==> config.mk <==
export PLATFORM = sky130hd
export DESIGN_NAME = ptme_top
export DESIGN_NICKNAME = d
export VERILOG_FILES = /design/src/rtl/ptme_pkg.sv /design/src/rtl/ptme_top.sv
export SDC_FILE = /design/constraint.sdc
export NUM_CORES = 1
export LEC_CHECK = 0
export CORE_UTILIZATION = 40
export DETAILED_ROUTE_END_ITERATION = 10
export DONT_BUFFER_PORTS = 1
export PLACE_DENSITY_LB_ADDON = 0.3
export SETUP_SLACK_MARGIN = 0.4
export SYNTH_ARGS = -nofsm -noshare
export SYNTH_HDL_FRONTEND = slang
export SYNTH_SLANG_ARGS = --single-unit
==> constraint.sdc <==
create_clock -name REF_CLK_IN -period 4.95 [get_ports REF_CLK_IN]
set_input_delay 0.99 -clock REF_CLK_IN [delete_from_list [all_inputs] [get_ports REF_CLK_IN]]
set_output_delay 0.99 -clock REF_CLK_IN [all_outputs]
set_load 0.02 [all_outputs]
==> src/rtl/ptme_pkg.sv <==
// Constants, field layouts and carrier types of the periodic timer engine.
// Assumes a 50 MHz system clock and an APB master with 32-bit data.
// Function
// (RULE1) Clear select high clears on match A; low clears on match P or overflow.
// (RULE2) Overflow clearing happens only while the period value is all zero.
// (RULE3) Clear select is ignored in PWM, single pulse and capture modes.
// (RULE4) Mode select 00 gives compare match output mode.
// (RULE5) Compare mode, clear select low: match A and match P flags both raised.
// (RULE6) Clear select high: only match A flag, never match P flag.
// (RULE7) Software must not set compare A to zero in compare match mode.
// (RULE8) Compare mode pin changes only on match A: none, low, high or toggle.
// (RULE9) Rising run bit loads the output pin with the initial level bit.
// (RULE10) Mode 11 acts as compare mode with flags but leaves the pin undriven.
// (RULE11) Mode 10 with pin function 10 produces PWM output.
// (RULE12) PWM period is the period value, zero meaning 1024; compare A is duty.
// (RULE13) Compare A at or above the period gives a constant active level.
// (RULE14) PWM mode raises match A and match P flags on their matches.
// (RULE15) PWM: initial level picks polarity, pin function forces, invert inverts.
// (RULE16) PWM counting and matching continue while the pin is forced.
// (RULE17) Mode 10 with pin function 11 selects single pulse output mode.
// (RULE18) Single pulse: timer clock pin edge sets run; run rise starts pulse.
// (RULE19) Single pulse ends on software clear or match A, which clears run.
// (RULE20) Single pulse resets the counter only on run rise; period unused.
// (RULE21) Mode 01 is capture; source bit picks pin, pin function picks edge.
// (RULE22) In capture mode the counter starts on a software run rise.
// (RULE23) Run rise zeroes the counter; run fall holds its residual value.
// (RULE24) Capture edge codes: 00 rising, 01 falling, 10 both, 11 disabled.
// (RULE25) Capture edge copies the counter into compare A and raises a flag.
// (RULE26) Counter advances by one per selected tick while running, not paused.
package ptme_pkg;

  localparam int unsigned SYS_CLK_HZ = 50_000_000;
  localparam int unsigned SUB_CLK_HZ = 32_768;
  localparam int unsigned SUB_DIV    = SYS_CLK_HZ / SUB_CLK_HZ;
  localparam logic [10:0] SUB_DIV_LAST = 11'(SUB_DIV - 1);

  localparam logic [7:0] ADDR_CTRL0  = 8'h00;
  localparam logic [7:0] ADDR_CTRL1  = 8'h04;
  localparam logic [7:0] ADDR_COUNT  = 8'h08;
  localparam logic [7:0] ADDR_CMPA   = 8'h0C;
  localparam logic [7:0] ADDR_PERIOD = 8'h10;
  localparam logic [7:0] ADDR_STATUS = 8'h14;

  localparam int unsigned CTRL0_LSB  = 3;
  localparam int unsigned FLAG_A_BIT = 0;
  localparam int unsigned FLAG_P_BIT = 1;

  localparam logic [1:0] MODE_COMPARE = 2'h0;
  localparam logic [1:0] MODE_CAPTURE = 2'h1;
  localparam logic [1:0] MODE_PWM     = 2'h2;
  localparam logic [1:0] MODE_TIMER   = 2'h3;

  localparam logic [1:0] PF_CODE0 = 2'h0;
  localparam logic [1:0] PF_CODE1 = 2'h1;
  localparam logic [1:0] PF_CODE2 = 2'h2;
  localparam logic [1:0] PF_CODE3 = 2'h3;

  localparam logic [2:0] CLK_DIV4     = 3'h0;
  localparam logic [2:0] CLK_SYS      = 3'h1;
  localparam logic [2:0] CLK_DIV16    = 3'h2;
  localparam logic [2:0] CLK_DIV64    = 3'h3;
  localparam logic [2:0] CLK_SUB0     = 3'h4;
  localparam logic [2:0] CLK_SUB1     = 3'h5;
  localparam logic [2:0] CLK_PIN_RISE = 3'h6;
  localparam logic [2:0] CLK_PIN_FALL = 3'h7;

  localparam logic [9:0] CNT_ZERO = 10'h000;
  localparam logic [9:0] CNT_ONE  = 10'h001;

  typedef struct packed {
    logic       pause;
    logic [2:0] clk_sel;
    logic       counter_run;
  } ptme_ctrl0_t;

  typedef struct packed {
    logic mode_select_hi;
    logic mode_select_lo;
    logic pin_function_hi;
    logic pin_function_lo;
    logic output_initial_level;
    logic output_invert;
    logic capture_source_select;
    logic counter_clear_select;
  } ptme_ctrl1_t;

endpackage

==> src/rtl/ptme_top.sv <==
// Periodic timer mode engine: 10-bit counter, comparators A and P, output.
// Assumes synchronous pin inputs and an APB master; registers answer at once.
`timescale 1ns/1ps

module ptme_top
  import ptme_pkg::*;
(
  // Clock and reset
  input  wire logic        REF_CLK_IN,
  input  wire logic        RSTN_IN,
  // APB slave
  input  wire logic        APB_PSEL_IN,
  input  wire logic        APB_PENABLE_IN,
  input  wire logic        APB_PWRITE_IN,
  input  wire logic [7:0]  APB_PADDR_IN,
  input  wire logic [31:0] APB_PWDATA_IN,
  output logic      [31:0] APB_PRDATA_OUT,
  output logic             APB_PREADY_OUT,
  output logic             APB_PSLVERR_OUT,
  // Timer pins
  input  wire logic        TIMER_CLOCK_PIN_IN,
  input  wire logic        CAPTURE_INPUT_PIN_IN,
  output logic             TIMER_OUTPUT_PIN_OUT,
  output logic             TIMER_OUTPUT_PIN_OE_OUT
);

  function automatic logic addr_mapped(input logic [7:0] a);
    addr_mapped = (a == ADDR_CTRL0) || (a == ADDR_CTRL1) ||
                  (a == ADDR_COUNT) || (a == ADDR_CMPA) ||
                  (a == ADDR_PERIOD) || (a == ADDR_STATUS);
  endfunction

  function automatic logic edge_hit(input logic [1:0] code,
                                    input logic       rise,
                                    input logic       fall);
    case (code)
      PF_CODE0: edge_hit = rise;
      PF_CODE1: edge_hit = fall;
      PF_CODE2: edge_hit = rise | fall;
      default:  edge_hit = 1'b0;
    endcase
  endfunction

  ptme_ctrl0_t ctrl0;
  ptme_ctrl1_t ctrl1;
  logic [9:0]  count;
  logic [9:0]  compare_a_value;
  logic [9:0]  period_value;
  logic        match_a_flag;
  logic        match_p_flag;
  logic        run_q;
  logic        clk_pin_q;
  logic        cap_src_q;
  logic [5:0]  prescale;
  logic [10:0] sub_cnt;
  logic        cmp_level;

  logic        wr_en;
  logic        rd_setup;
  logic [31:0] read_data;
  logic [1:0]  mode;
  logic [1:0]  pin_fn;
  logic        is_cmp;
  logic        is_single;
  logic        is_cap;
  logic        run_rise;
  logic        ck_rise;
  logic        ck_fall;
  logic        cap_src;
  logic        tick;
  logic        advance;
  logic [9:0]  cnt_inc;
  logic        hit_a;
  logic        hit_p;
  logic        clear_now;
  logic        set_a;
  logic        set_p;
  logic        cap_event;
  logic        sp_trigger;
  logic        sp_stop;
  logic        pwm_active;
  logic        next_pin;
  logic        next_oe;
  logic        wr_ctrl0;
  logic        wr_ctrl1;
  logic        wr_cmpa;
  logic        wr_period;
  logic        wr_status;
  logic        next_match_a;
  logic        next_match_p;
  logic [9:0]  next_count;
  logic        next_run;
  logic [9:0]  next_compare_a;
  logic        next_cmp_level;
  logic        cap_rise;
  logic        cap_fall;

  // Bus decode
  assign wr_en    = APB_PSEL_IN & APB_PENABLE_IN & APB_PWRITE_IN;
  assign rd_setup = APB_PSEL_IN & ~APB_PENABLE_IN;
  assign APB_PREADY_OUT = APB_PSEL_IN & APB_PENABLE_IN;

  // One write strobe per writable register (COUNT has none), all qualified by the access phase
  assign wr_ctrl0  = wr_en && (APB_PADDR_IN == ADDR_CTRL0);
  assign wr_ctrl1  = wr_en && (APB_PADDR_IN == ADDR_CTRL1);
  assign wr_cmpa   = wr_en && (APB_PADDR_IN == ADDR_CMPA);
  assign wr_period = wr_en && (APB_PADDR_IN == ADDR_PERIOD);
  assign wr_status = wr_en && (APB_PADDR_IN == ADDR_STATUS);

  always_comb begin
    read_data = 32'h0000_0000;
    case (APB_PADDR_IN)
      ADDR_CTRL0:  read_data[7:CTRL0_LSB] = ctrl0;
      ADDR_CTRL1:  read_data[7:0] = ctrl1;
      ADDR_COUNT:  read_data[9:0] = count;
      ADDR_CMPA:   read_data[9:0] = compare_a_value;
      ADDR_PERIOD: read_data[9:0] = period_value;
      ADDR_STATUS: read_data[1:0] = {match_p_flag, match_a_flag};
      default:     read_data = 32'h0000_0000;
    endcase
  end

  // Read data and error are sampled in setup so they are flop-driven in access
  always_ff @(posedge REF_CLK_IN) begin
    if (!RSTN_IN) begin
      APB_PRDATA_OUT  <= 32'h0000_0000;
      APB_PSLVERR_OUT <= 1'b0;
    end else if (rd_setup) begin
      APB_PRDATA_OUT  <= APB_PWRITE_IN ? 32'h0000_0000 : read_data;
      APB_PSLVERR_OUT <= ~addr_mapped(APB_PADDR_IN);
    end
  end

  // Mode decode
  // Mode changes act at once; software should stop the counter first
  assign mode      = {ctrl1.mode_select_hi, ctrl1.mode_select_lo};
  assign pin_fn    = {ctrl1.pin_function_hi, ctrl1.pin_function_lo};
  assign is_cmp    = (mode == MODE_COMPARE) || (mode == MODE_TIMER); // RULE4 RULE10
  assign is_single = (mode == MODE_PWM) && (pin_fn == PF_CODE3); // RULE17
  assign is_cap    = (mode == MODE_CAPTURE); // RULE21

  // Pin edges; pins are already synchronous to the system clock
  assign ck_rise  = TIMER_CLOCK_PIN_IN & ~clk_pin_q;
  assign ck_fall  = ~TIMER_CLOCK_PIN_IN & clk_pin_q;
  assign cap_src  = ctrl1.capture_source_select ? TIMER_CLOCK_PIN_IN
                                                : CAPTURE_INPUT_PIN_IN; // RULE21
  assign run_rise = ctrl0.counter_run & ~run_q;

  always_ff @(posedge REF_CLK_IN) begin
    if (!RSTN_IN) begin
      clk_pin_q <= 1'b0;
      cap_src_q <= 1'b0;
      run_q     <= 1'b0;
    end else begin
      clk_pin_q <= TIMER_CLOCK_PIN_IN;
      cap_src_q <= cap_src;
      run_q     <= ctrl0.counter_run;
    end
  end

  // Counter clock dividers
  // Free-running prescaler; every rate below the system clock is a tick
  // Both slow clock codes share one divider, so that rate is approximate
  always_ff @(posedge REF_CLK_IN) begin
    if (!RSTN_IN) begin
      prescale <= 6'h00;
      sub_cnt  <= 11'h000;
    end else begin
      prescale <= prescale + 6'h01;
      sub_cnt  <= (sub_cnt == SUB_DIV_LAST) ? 11'h000 : sub_cnt + 11'h001;
    end
  end

  always_comb begin
    case (ctrl0.clk_sel)
      CLK_DIV4:     tick = (prescale[1:0] == 2'h3);
      CLK_SYS:      tick = 1'b1;
      CLK_DIV16:    tick = (prescale[3:0] == 4'hF);
      CLK_DIV64:    tick = (prescale == 6'h3F);
      CLK_SUB0:     tick = (sub_cnt == SUB_DIV_LAST);
      CLK_SUB1:     tick = (sub_cnt == SUB_DIV_LAST);
      CLK_PIN_RISE: tick = ck_rise;
      CLK_PIN_FALL: tick = ck_fall;
      default:      tick = 1'b0;
    endcase
  end

  // Comparators look at the value the counter is about to take
  assign advance = tick & ctrl0.counter_run & ~ctrl0.pause & ~run_rise; // RULE26
  assign cnt_inc = count + CNT_ONE;
  assign hit_a   = advance && (cnt_inc == compare_a_value);
  // A zero period matches at wrap, so overflow clears only then
  assign hit_p   = advance && (cnt_inc == period_value); // RULE2 RULE12

  always_comb begin
    if (is_cmp) begin
      clear_now = ctrl1.counter_clear_select ? hit_a : hit_p; // RULE1
    end else if (is_single) begin
      clear_now = 1'b0; // RULE20
    end else begin
      clear_now = hit_p; // RULE3 RULE12 RULE16
    end
  end

  always_comb begin
    next_count = count;
    if (run_rise) begin
      next_count = CNT_ZERO; // RULE23 RULE20 RULE22
    end else if (advance) begin
      next_count = clear_now ? CNT_ZERO : cnt_inc; // RULE26
    end
  end

  always_ff @(posedge REF_CLK_IN) begin
    if (!RSTN_IN) begin
      count <= CNT_ZERO;
    end else begin
      count <= next_count;
    end
  end

  // Flag sources
  assign cap_rise  = cap_src & ~cap_src_q;
  assign cap_fall  = ~cap_src & cap_src_q;
  assign cap_event = is_cap && ctrl0.counter_run &&
                     edge_hit(pin_fn, cap_rise, cap_fall); // RULE24 RULE25
  assign set_a = (hit_a && !is_cap) || cap_event; // RULE5 RULE14 RULE25
  assign set_p = hit_p && !is_single &&
                 !(is_cmp && ctrl1.counter_clear_select); // RULE5 RULE6 RULE14

  // Single pulse run control
  assign sp_trigger = is_single && !ctrl0.counter_run &&
                      ((ctrl0.clk_sel == CLK_PIN_FALL) ? ck_fall
                                                       : ck_rise); // RULE18
  assign sp_stop    = is_single && hit_a; // RULE19

  // Control registers; a hardware set of run beats any clear in that cycle
  always_comb begin
    next_run = ctrl0.counter_run;
    if (wr_ctrl0) begin
      next_run = APB_PWDATA_IN[CTRL0_LSB];
    end
    if (sp_stop) begin
      next_run = 1'b0; // RULE19
    end
    if (sp_trigger) begin
      next_run = 1'b1; // RULE18
    end
  end

  always_ff @(posedge REF_CLK_IN) begin
    if (!RSTN_IN) begin
      ctrl0 <= '0;
    end else begin
      if (wr_ctrl0) begin
        ctrl0 <= APB_PWDATA_IN[7:CTRL0_LSB];
      end
      ctrl0.counter_run <= next_run;
    end
  end

  always_ff @(posedge REF_CLK_IN) begin
    if (!RSTN_IN) begin
      ctrl1 <= '0;
    end else if (wr_ctrl1) begin
      ctrl1 <= APB_PWDATA_IN[7:0];
    end
  end

  always_ff @(posedge REF_CLK_IN) begin
    if (!RSTN_IN) begin
      period_value <= CNT_ZERO;
    end else if (wr_period) begin
      period_value <= APB_PWDATA_IN[9:0];
    end
  end

  // Capture overrides a software write landing in the same cycle
  always_comb begin
    next_compare_a = compare_a_value;
    if (cap_event) begin
      next_compare_a = count; // RULE25
    end else if (wr_cmpa) begin
      next_compare_a = APB_PWDATA_IN[9:0];
    end
  end

  always_ff @(posedge REF_CLK_IN) begin
    if (!RSTN_IN) begin
      compare_a_value <= CNT_ZERO;
    end else begin
      compare_a_value <= next_compare_a;
    end
  end

  // Write one to clear; a new event in the same cycle keeps the flag set
  always_comb begin
    next_match_a = set_a | match_a_flag;
    next_match_p = set_p | match_p_flag;
    if (wr_status && APB_PWDATA_IN[FLAG_A_BIT]) begin
      next_match_a = set_a;
    end
    if (wr_status && APB_PWDATA_IN[FLAG_P_BIT]) begin
      next_match_p = set_p;
    end
  end

  always_ff @(posedge REF_CLK_IN) begin
    if (!RSTN_IN) begin
      match_a_flag <= 1'b0;
      match_p_flag <= 1'b0;
    end else begin
      match_a_flag <= next_match_a;
      match_p_flag <= next_match_p;
    end
  end

  // Compare mode output level
  always_comb begin
    next_cmp_level = cmp_level;
    if (run_rise) begin
      next_cmp_level = ctrl1.output_initial_level; // RULE9
    end else if (hit_a && is_cmp) begin
      case (pin_fn) // RULE8
        PF_CODE1: next_cmp_level = 1'b0;
        PF_CODE2: next_cmp_level = 1'b1;
        PF_CODE3: next_cmp_level = ~cmp_level;
        default:  next_cmp_level = cmp_level;
      endcase
    end
  end

  always_ff @(posedge REF_CLK_IN) begin
    if (!RSTN_IN) begin
      cmp_level <= 1'b0;
    end else begin
      cmp_level <= next_cmp_level;
    end
  end

  // Counter stays below the period, so duty at or above it is always on
  assign pwm_active = ctrl0.counter_run && (count < compare_a_value); // RULE13

  always_comb begin
    next_pin = cmp_level;
    if (mode == MODE_PWM) begin
      case (pin_fn) // RULE15 RULE16
        PF_CODE0: next_pin = ~ctrl1.output_initial_level;
        PF_CODE1: next_pin = ctrl1.output_initial_level;
        PF_CODE2: next_pin = pwm_active ? ctrl1.output_initial_level
                                        : ~ctrl1.output_initial_level; // RULE11
        default:  next_pin = ctrl0.counter_run ? ctrl1.output_initial_level
                                               : ~ctrl1.output_initial_level; // RULE18 RULE19
      endcase
    end
    next_pin = next_pin ^ ctrl1.output_invert; // RULE15
    next_oe  = (mode == MODE_COMPARE) || (mode == MODE_PWM); // RULE10
  end

  always_ff @(posedge REF_CLK_IN) begin
    if (!RSTN_IN) begin
      TIMER_OUTPUT_PIN_OUT    <= 1'b0;
      TIMER_OUTPUT_PIN_OE_OUT <= 1'b0;
    end else begin
      TIMER_OUTPUT_PIN_OUT    <= next_pin;
      TIMER_OUTPUT_PIN_OE_OUT <= next_oe;
    end
  end

endmodule

# Word-level counts from Yosys, hierarchy flattened
# Cells that the tools add are included.
# totals
romBits,0
inputBits,47
latchBits,0
out_inout_bits,36
ram_bits,0
regBits,101
elab_cells,153
memories,0
# classes
reduce_logical,45
magnitude_cmp,1
bitwise_logic,27
muxes,27
add_sub_neg,3
shifts,0
multipliers,0
n_eq_ne,24
n_div,0
# op_table
cell,n
$mux 10,4
$pmux 5 s5,1
$logic_and 1x1->1,21
$eq 10x10->1,2
$eq 8x4->1 const B,2
$eq 8x5->1 const B,2
$mux 1,15
$eq 3x3->1 const B,4
$not 1->1,12
$add 11x1->11 const B,1
$and 1x1->1,11
$eq 11x11->1 const B,1
$add 10x1->10 const B,1
$eq 2x2->1 const B,5
$lt 10x10->1,1
$pmux 2 s5,1
$pmux 1 s3,3
$eq 8x3->1 const B,1
$logic_not 8->1,1
$logic_or 1x1->1,8
$pmux 1 s7,1
$add 6x1->6 const B,1
$eq 3x2->1 const B,2
$eq 6x6->1 const B,1
15 further kinds,25

# Depth between registers and ports, before layout
# logic_depth
word_depth,11
depth_mapped,12
depth_no_buf,11

# Worst setup path after synthesis
# Ideal clock, no wire load.
# synth_timing
path_type,input -> register
from,input APB_PADDR_IN[0]
to,register ctrl0[0] (netlist bit)
t_arrival_ps,3000
required_ps,4822
setup_time_ps,128
slack_ps,1822
n_path_buf,2
path_stages,10
path_cell_list,or4_4 or2_1 or3_1 clkbuf_1 or3_1 buf_2 mux2i_1 a31oi_1 nor2_1 nor2_1
# synth_via
elab_chain_len,3
# synth_rtl
element,line_no,text
start: declaration,ptme_top.sv:15,"input wire logic [7:0] APB_PADDR_IN,"
$logic_not 8->1,ptme_top.sv:104,assign wr_ctrl0 = wr_en && (APB_PADDR_IN == ADDR_CTRL0);
$logic_and 1x1->1,ptme_top.sv:104,
$reduce_bool 3->1 (no line),n/a,
end signal: assignment,ptme_top.sv:256,ctrl0 <= APB_PWDATA_IN[7:CTRL0_LSB];
end: declaration,ptme_top.sv:44,ptme_ctrl0_t ctrl0;
# Every way passes these cells.
# A chain may end at the register's enable or synchronous reset.

# Final worst setup path
# layout_timing
from,register count[1]
to,register count[3]
# layout_via
elab_chain_len,6
word_cells_on_any_way,9
classes_between,1 x add/sub; 2 x eq/ne; 4 x mux; 2 x reduce/logical
# layout_rtl
element,line_no,text
start: declaration,ptme_top.sv:46,logic [9:0] count;
start signal: assignment,ptme_top.sv:218,count <= next_count;
$add 10x1->10 *,ptme_top.sv:190,assign cnt_inc = count + CNT_ONE;
$eq 10x10->1 (on tied branches),"ptme_top.sv:193, ptme_top.sv:191",
$logic_and 1x1->1 (on tied branches),"ptme_top.sv:193, ptme_top.sv:191",
$mux 1 (on tied branches),"ptme_top.sv:198, ptme_top.sv:197",
$mux 1,ptme_top.sv:196,if (is_cmp) begin
$mux 10 *,ptme_top.sv:210,next_count = clear_now ? CNT_ZERO : cnt_inc;
# Mark *: on every way between the ends. The rest lies on a longest branch, timed or not.

==> run_results.csv <==
group,metric,value,unit
run_status,outcome,"finished clean",
sta,rsz0062_at_grt,"false",
synth,synth_area_leader_cell,"dfxtp_1",
routing,ant_nets,0,
sta,slew_headroom,22.1,%
worst_setup_path,cp-end-kind,"register",
clock_tree,cts_tree,"built",
sta,skew,0.0108,ns
placed_design,place_congestion,0.912,
routing,wl_per_cell,17.7,um
cells_and_area,syn_to_final_growth,5.30,%
clock_tree,clkTransAtPathRegs,0.07,ns
worst_setup_path,arrival,3.79,ns
clock_tree,clock-sinks,79,
clock_tree,cts_hold_buf,0,
routing,first_pass_iters,6,
power_and_ir_drop,p_leak,1.95,nW
sta,slew_viol_final,0,
routing,route.detailed.drc,0,
clock_tree,cts-resized-gates,0,
synth,synth_top_area_share,31.5,%
cells_and_area,final_cells,751,
synth,synthTopCellsByCount,"nor2_1 (83), dfxtp_1 (79), mux2i_1 (42)",
die,start_util,41.5,%
clock_tree,htree_num_levels,3,
clock_tree,cts_made_buffers,9,
routing,drtIter0Drc,318,
cells_and_area,diodes,0,
sta,fin_crit_sh,71.8,%
worst_setup_path,cp.required,5.18,ns
clock_tree,insertion_delay,0.34,ns
synth,synth.most_common_cell,"nor2_1",
grt,grt_first_pass_wirelength,21.3,mm
synth,yosysSeqAreaShare,31.5,%
grt,antenna_found_initial,0,
sta,final_hold_viol_count,0,
clock_tree,clk_path_buf_depth,2,
die,die_h,114,um
cells_and_area,layout.nets,648,
die,dieArea,0.0130,sq mm
synth,synth_area,0.00502,sq mm
grt,grt_usage,21.0,%
grt,overflow,0,
synth,yosysWarnings,0,
synth,synthArstFlopShare,0,%
synth,synth_edf_count,0,
synth,synth_top_flop_cell,"dfxtp_1",
sta,worst_pin_slew,1.16,ns
sta,setup_viol,0,
hold_path,hp-class,"register to register",
die,pin_count,83,
synth,synthCells,603,
power_and_ir_drop,finalPower,0.00145,W
power_and_ir_drop,vdd_drop_max,0.000217,V
placed_design,dp_hpwl,9.73,mm
clock_tree,cts-root-buf,"clkbuf_16",
placed_design,dp_slack,1.48,ns
sta,finalWorstSetupSlack,1.39,ns
grt,grt_pass1_vias,3997,
worst_setup_path,crit_chain,"ha_1 > nand3_1 > or3_1 > a222oi_1 > o2111a_1 > nand4_1 > a21oi_2 > or2_1 > a21oi_2 > a21o_1",
die,die_x,114,um
die,num_rows,40,
worst_setup_path,critical_path.max_fanout,9,
worst_setup_path,cp-start-kind,"register",
sta,setup_tns,0,ns
worst_setup_path,critPathSlowestCell,"dfxtp_1",
sta,fmax,281,MHz
synth,ys_seq_elements,79,
synth,yosys-top-cells-area,"dfxtp_1 (31%), mux2i_1 (8.4%), nor2_1 (6.2%)",
synth,yosysUniqueCellTypes,68,
power_and_ir_drop,power_density,274,mW/mm^2
die,core_area,0.0121,sq mm
cells_and_area,fillers,1230,
sta,post-route-min-period,3.56,ns
flow_run,max-cap-violations,0,
placed_design,port_buffers,0,
worst_setup_path,crit_path_frequent_cell,"a21oi_2",
cells_and_area,drive_gt1_share,7.03,%
cells_and_area,fin_area,0.00529,sq mm
routing,via_per_inst,5.67,
placed_design,postPlaceCellArea,0.00496,sq mm
worst_setup_path,critical_path.max_stage_delay,0.56,ns
routing,dr_total_vias,4258,
synth,synth.avg_cell_area,8.33,sq um
placed_design,dpl.cell_count,735,
worst_setup_path,critical_path_class,"register to register",
clock_tree,postCtsSetupBuffers,0,
grt,grt_max_degree,55,
routing,wirelength,13.3,mm
[placed cells by master (no fill, tap or decap), drive strengths merged, types with 3 or more instances in the layout]
cell type,count
nor2,83
dfxtp,79
mux2i,42
nand2,32
inv,31
a21oi,24
ha,23
conb,22
nand3,21
o21ai,20
a22oi,20
or3,18
xor2,15
xnor2,14
a211oi,12
nor2b,11
and2,9
o22ai,9
clkbuf,9
nand4,6
nand2b,6
nor3,6
a21o,6
a31oi,5
mux2,5
nand3b,3
a222oi,3
and3,3
or2,3
[report_power, final]
group	total [W]	switching (W)	internal [W]
clock	0.000754	0.000300	0.000454
sequential	0.000648	0.00000614	0.000641
combinational	0.0000512	0.0000384	0.0000128
total	0.00145	0.000344	0.00111
[final cells by class]
type	instances	area, sq um	area share [%]
clock buffers	9	225	4.26
clock inverters	7	109	2.06
inverters	27	101	1.92
multi-input cells	460	3060	57.8
flip-flops and latches	79	1580	29.9
well taps	168	210	3.97
repair buffers	1	7.51	0.142
[flip-flops by register name, summed over array words and instances, names as in the netlist]
signal and count:
APB_PRDATA_OUT 10, APB_PSLVERR_OUT 1, TIMER_OUTPUT_PIN_OE_OUT 1, TIMER_OUTPUT_PIN_OUT 1, cap_src_q 1, clk_pin_q 1, cmp_level 1, compare_a_value 10
count 10, ctrl0 5, ctrl1 8, match_a_flag 1, match_p_flag 1, period_value 10, prescale 6, run_q 1
sub_cnt 11
[worst max-delay path: cells and delay by family, from the launching register on]
family / cells / cell delay (ns)
compound gates: 5 / 1.28
fa+ha+maj: 1 / 0.41
flops: 1 / 0.56
simple gates: 4 / 1.21
[kinds of logic (layout without fill, tap and decap cells)]
kind of cell | after synthesis | in the layout | synth area share [%]
muxes | 47 | 47 | 9.49
AOI/OAI and AO/OA | 124 | 124 | 17.1
and+or+nand+nor | 214 | 214 | 21.2
DFF | 79 | 79 | 31.5
xor gates and xnor gates | 30 | 30 | 5.50
buffers and inverters | 85 | 44 | 9.36
other | 1 | 22 | 0.0746
adders and majority gates | 23 | 23 | 5.73
[metal layers]
layer	vias up	part of all wire [%]	track usage (%)	wire, um
li1	2042	-	-	-
met1	2014	45	28.5	5970
met2	183	46	33.0	6160
met3	19	7.2	4.82	962
met4	0	1.7	6.41	223
met5	-	0	0	0
[worst paths after layout]
check / endpoint / cells after the start / slack (ns) / startpoint
max: count[3] / 10 / 1.39 / count[1]
min: prescale[0] / 1 / 0.46 / prescale[0]
max reg2reg: count[3] / 10 / 1.39 / count[1]
min reg2reg: prescale[0] / 1 / 0.46 / prescale[0]
[through the flow]
stage	util [%]	hold WS [ns]
floorplan	-	0.418
global placement	40.9	0.431
detailed placement	40.9	0.453
CTS	43.7	0.464
global route	43.7	0.482
finish	43.7	0.464
Power figures use the tool's default switching activity.
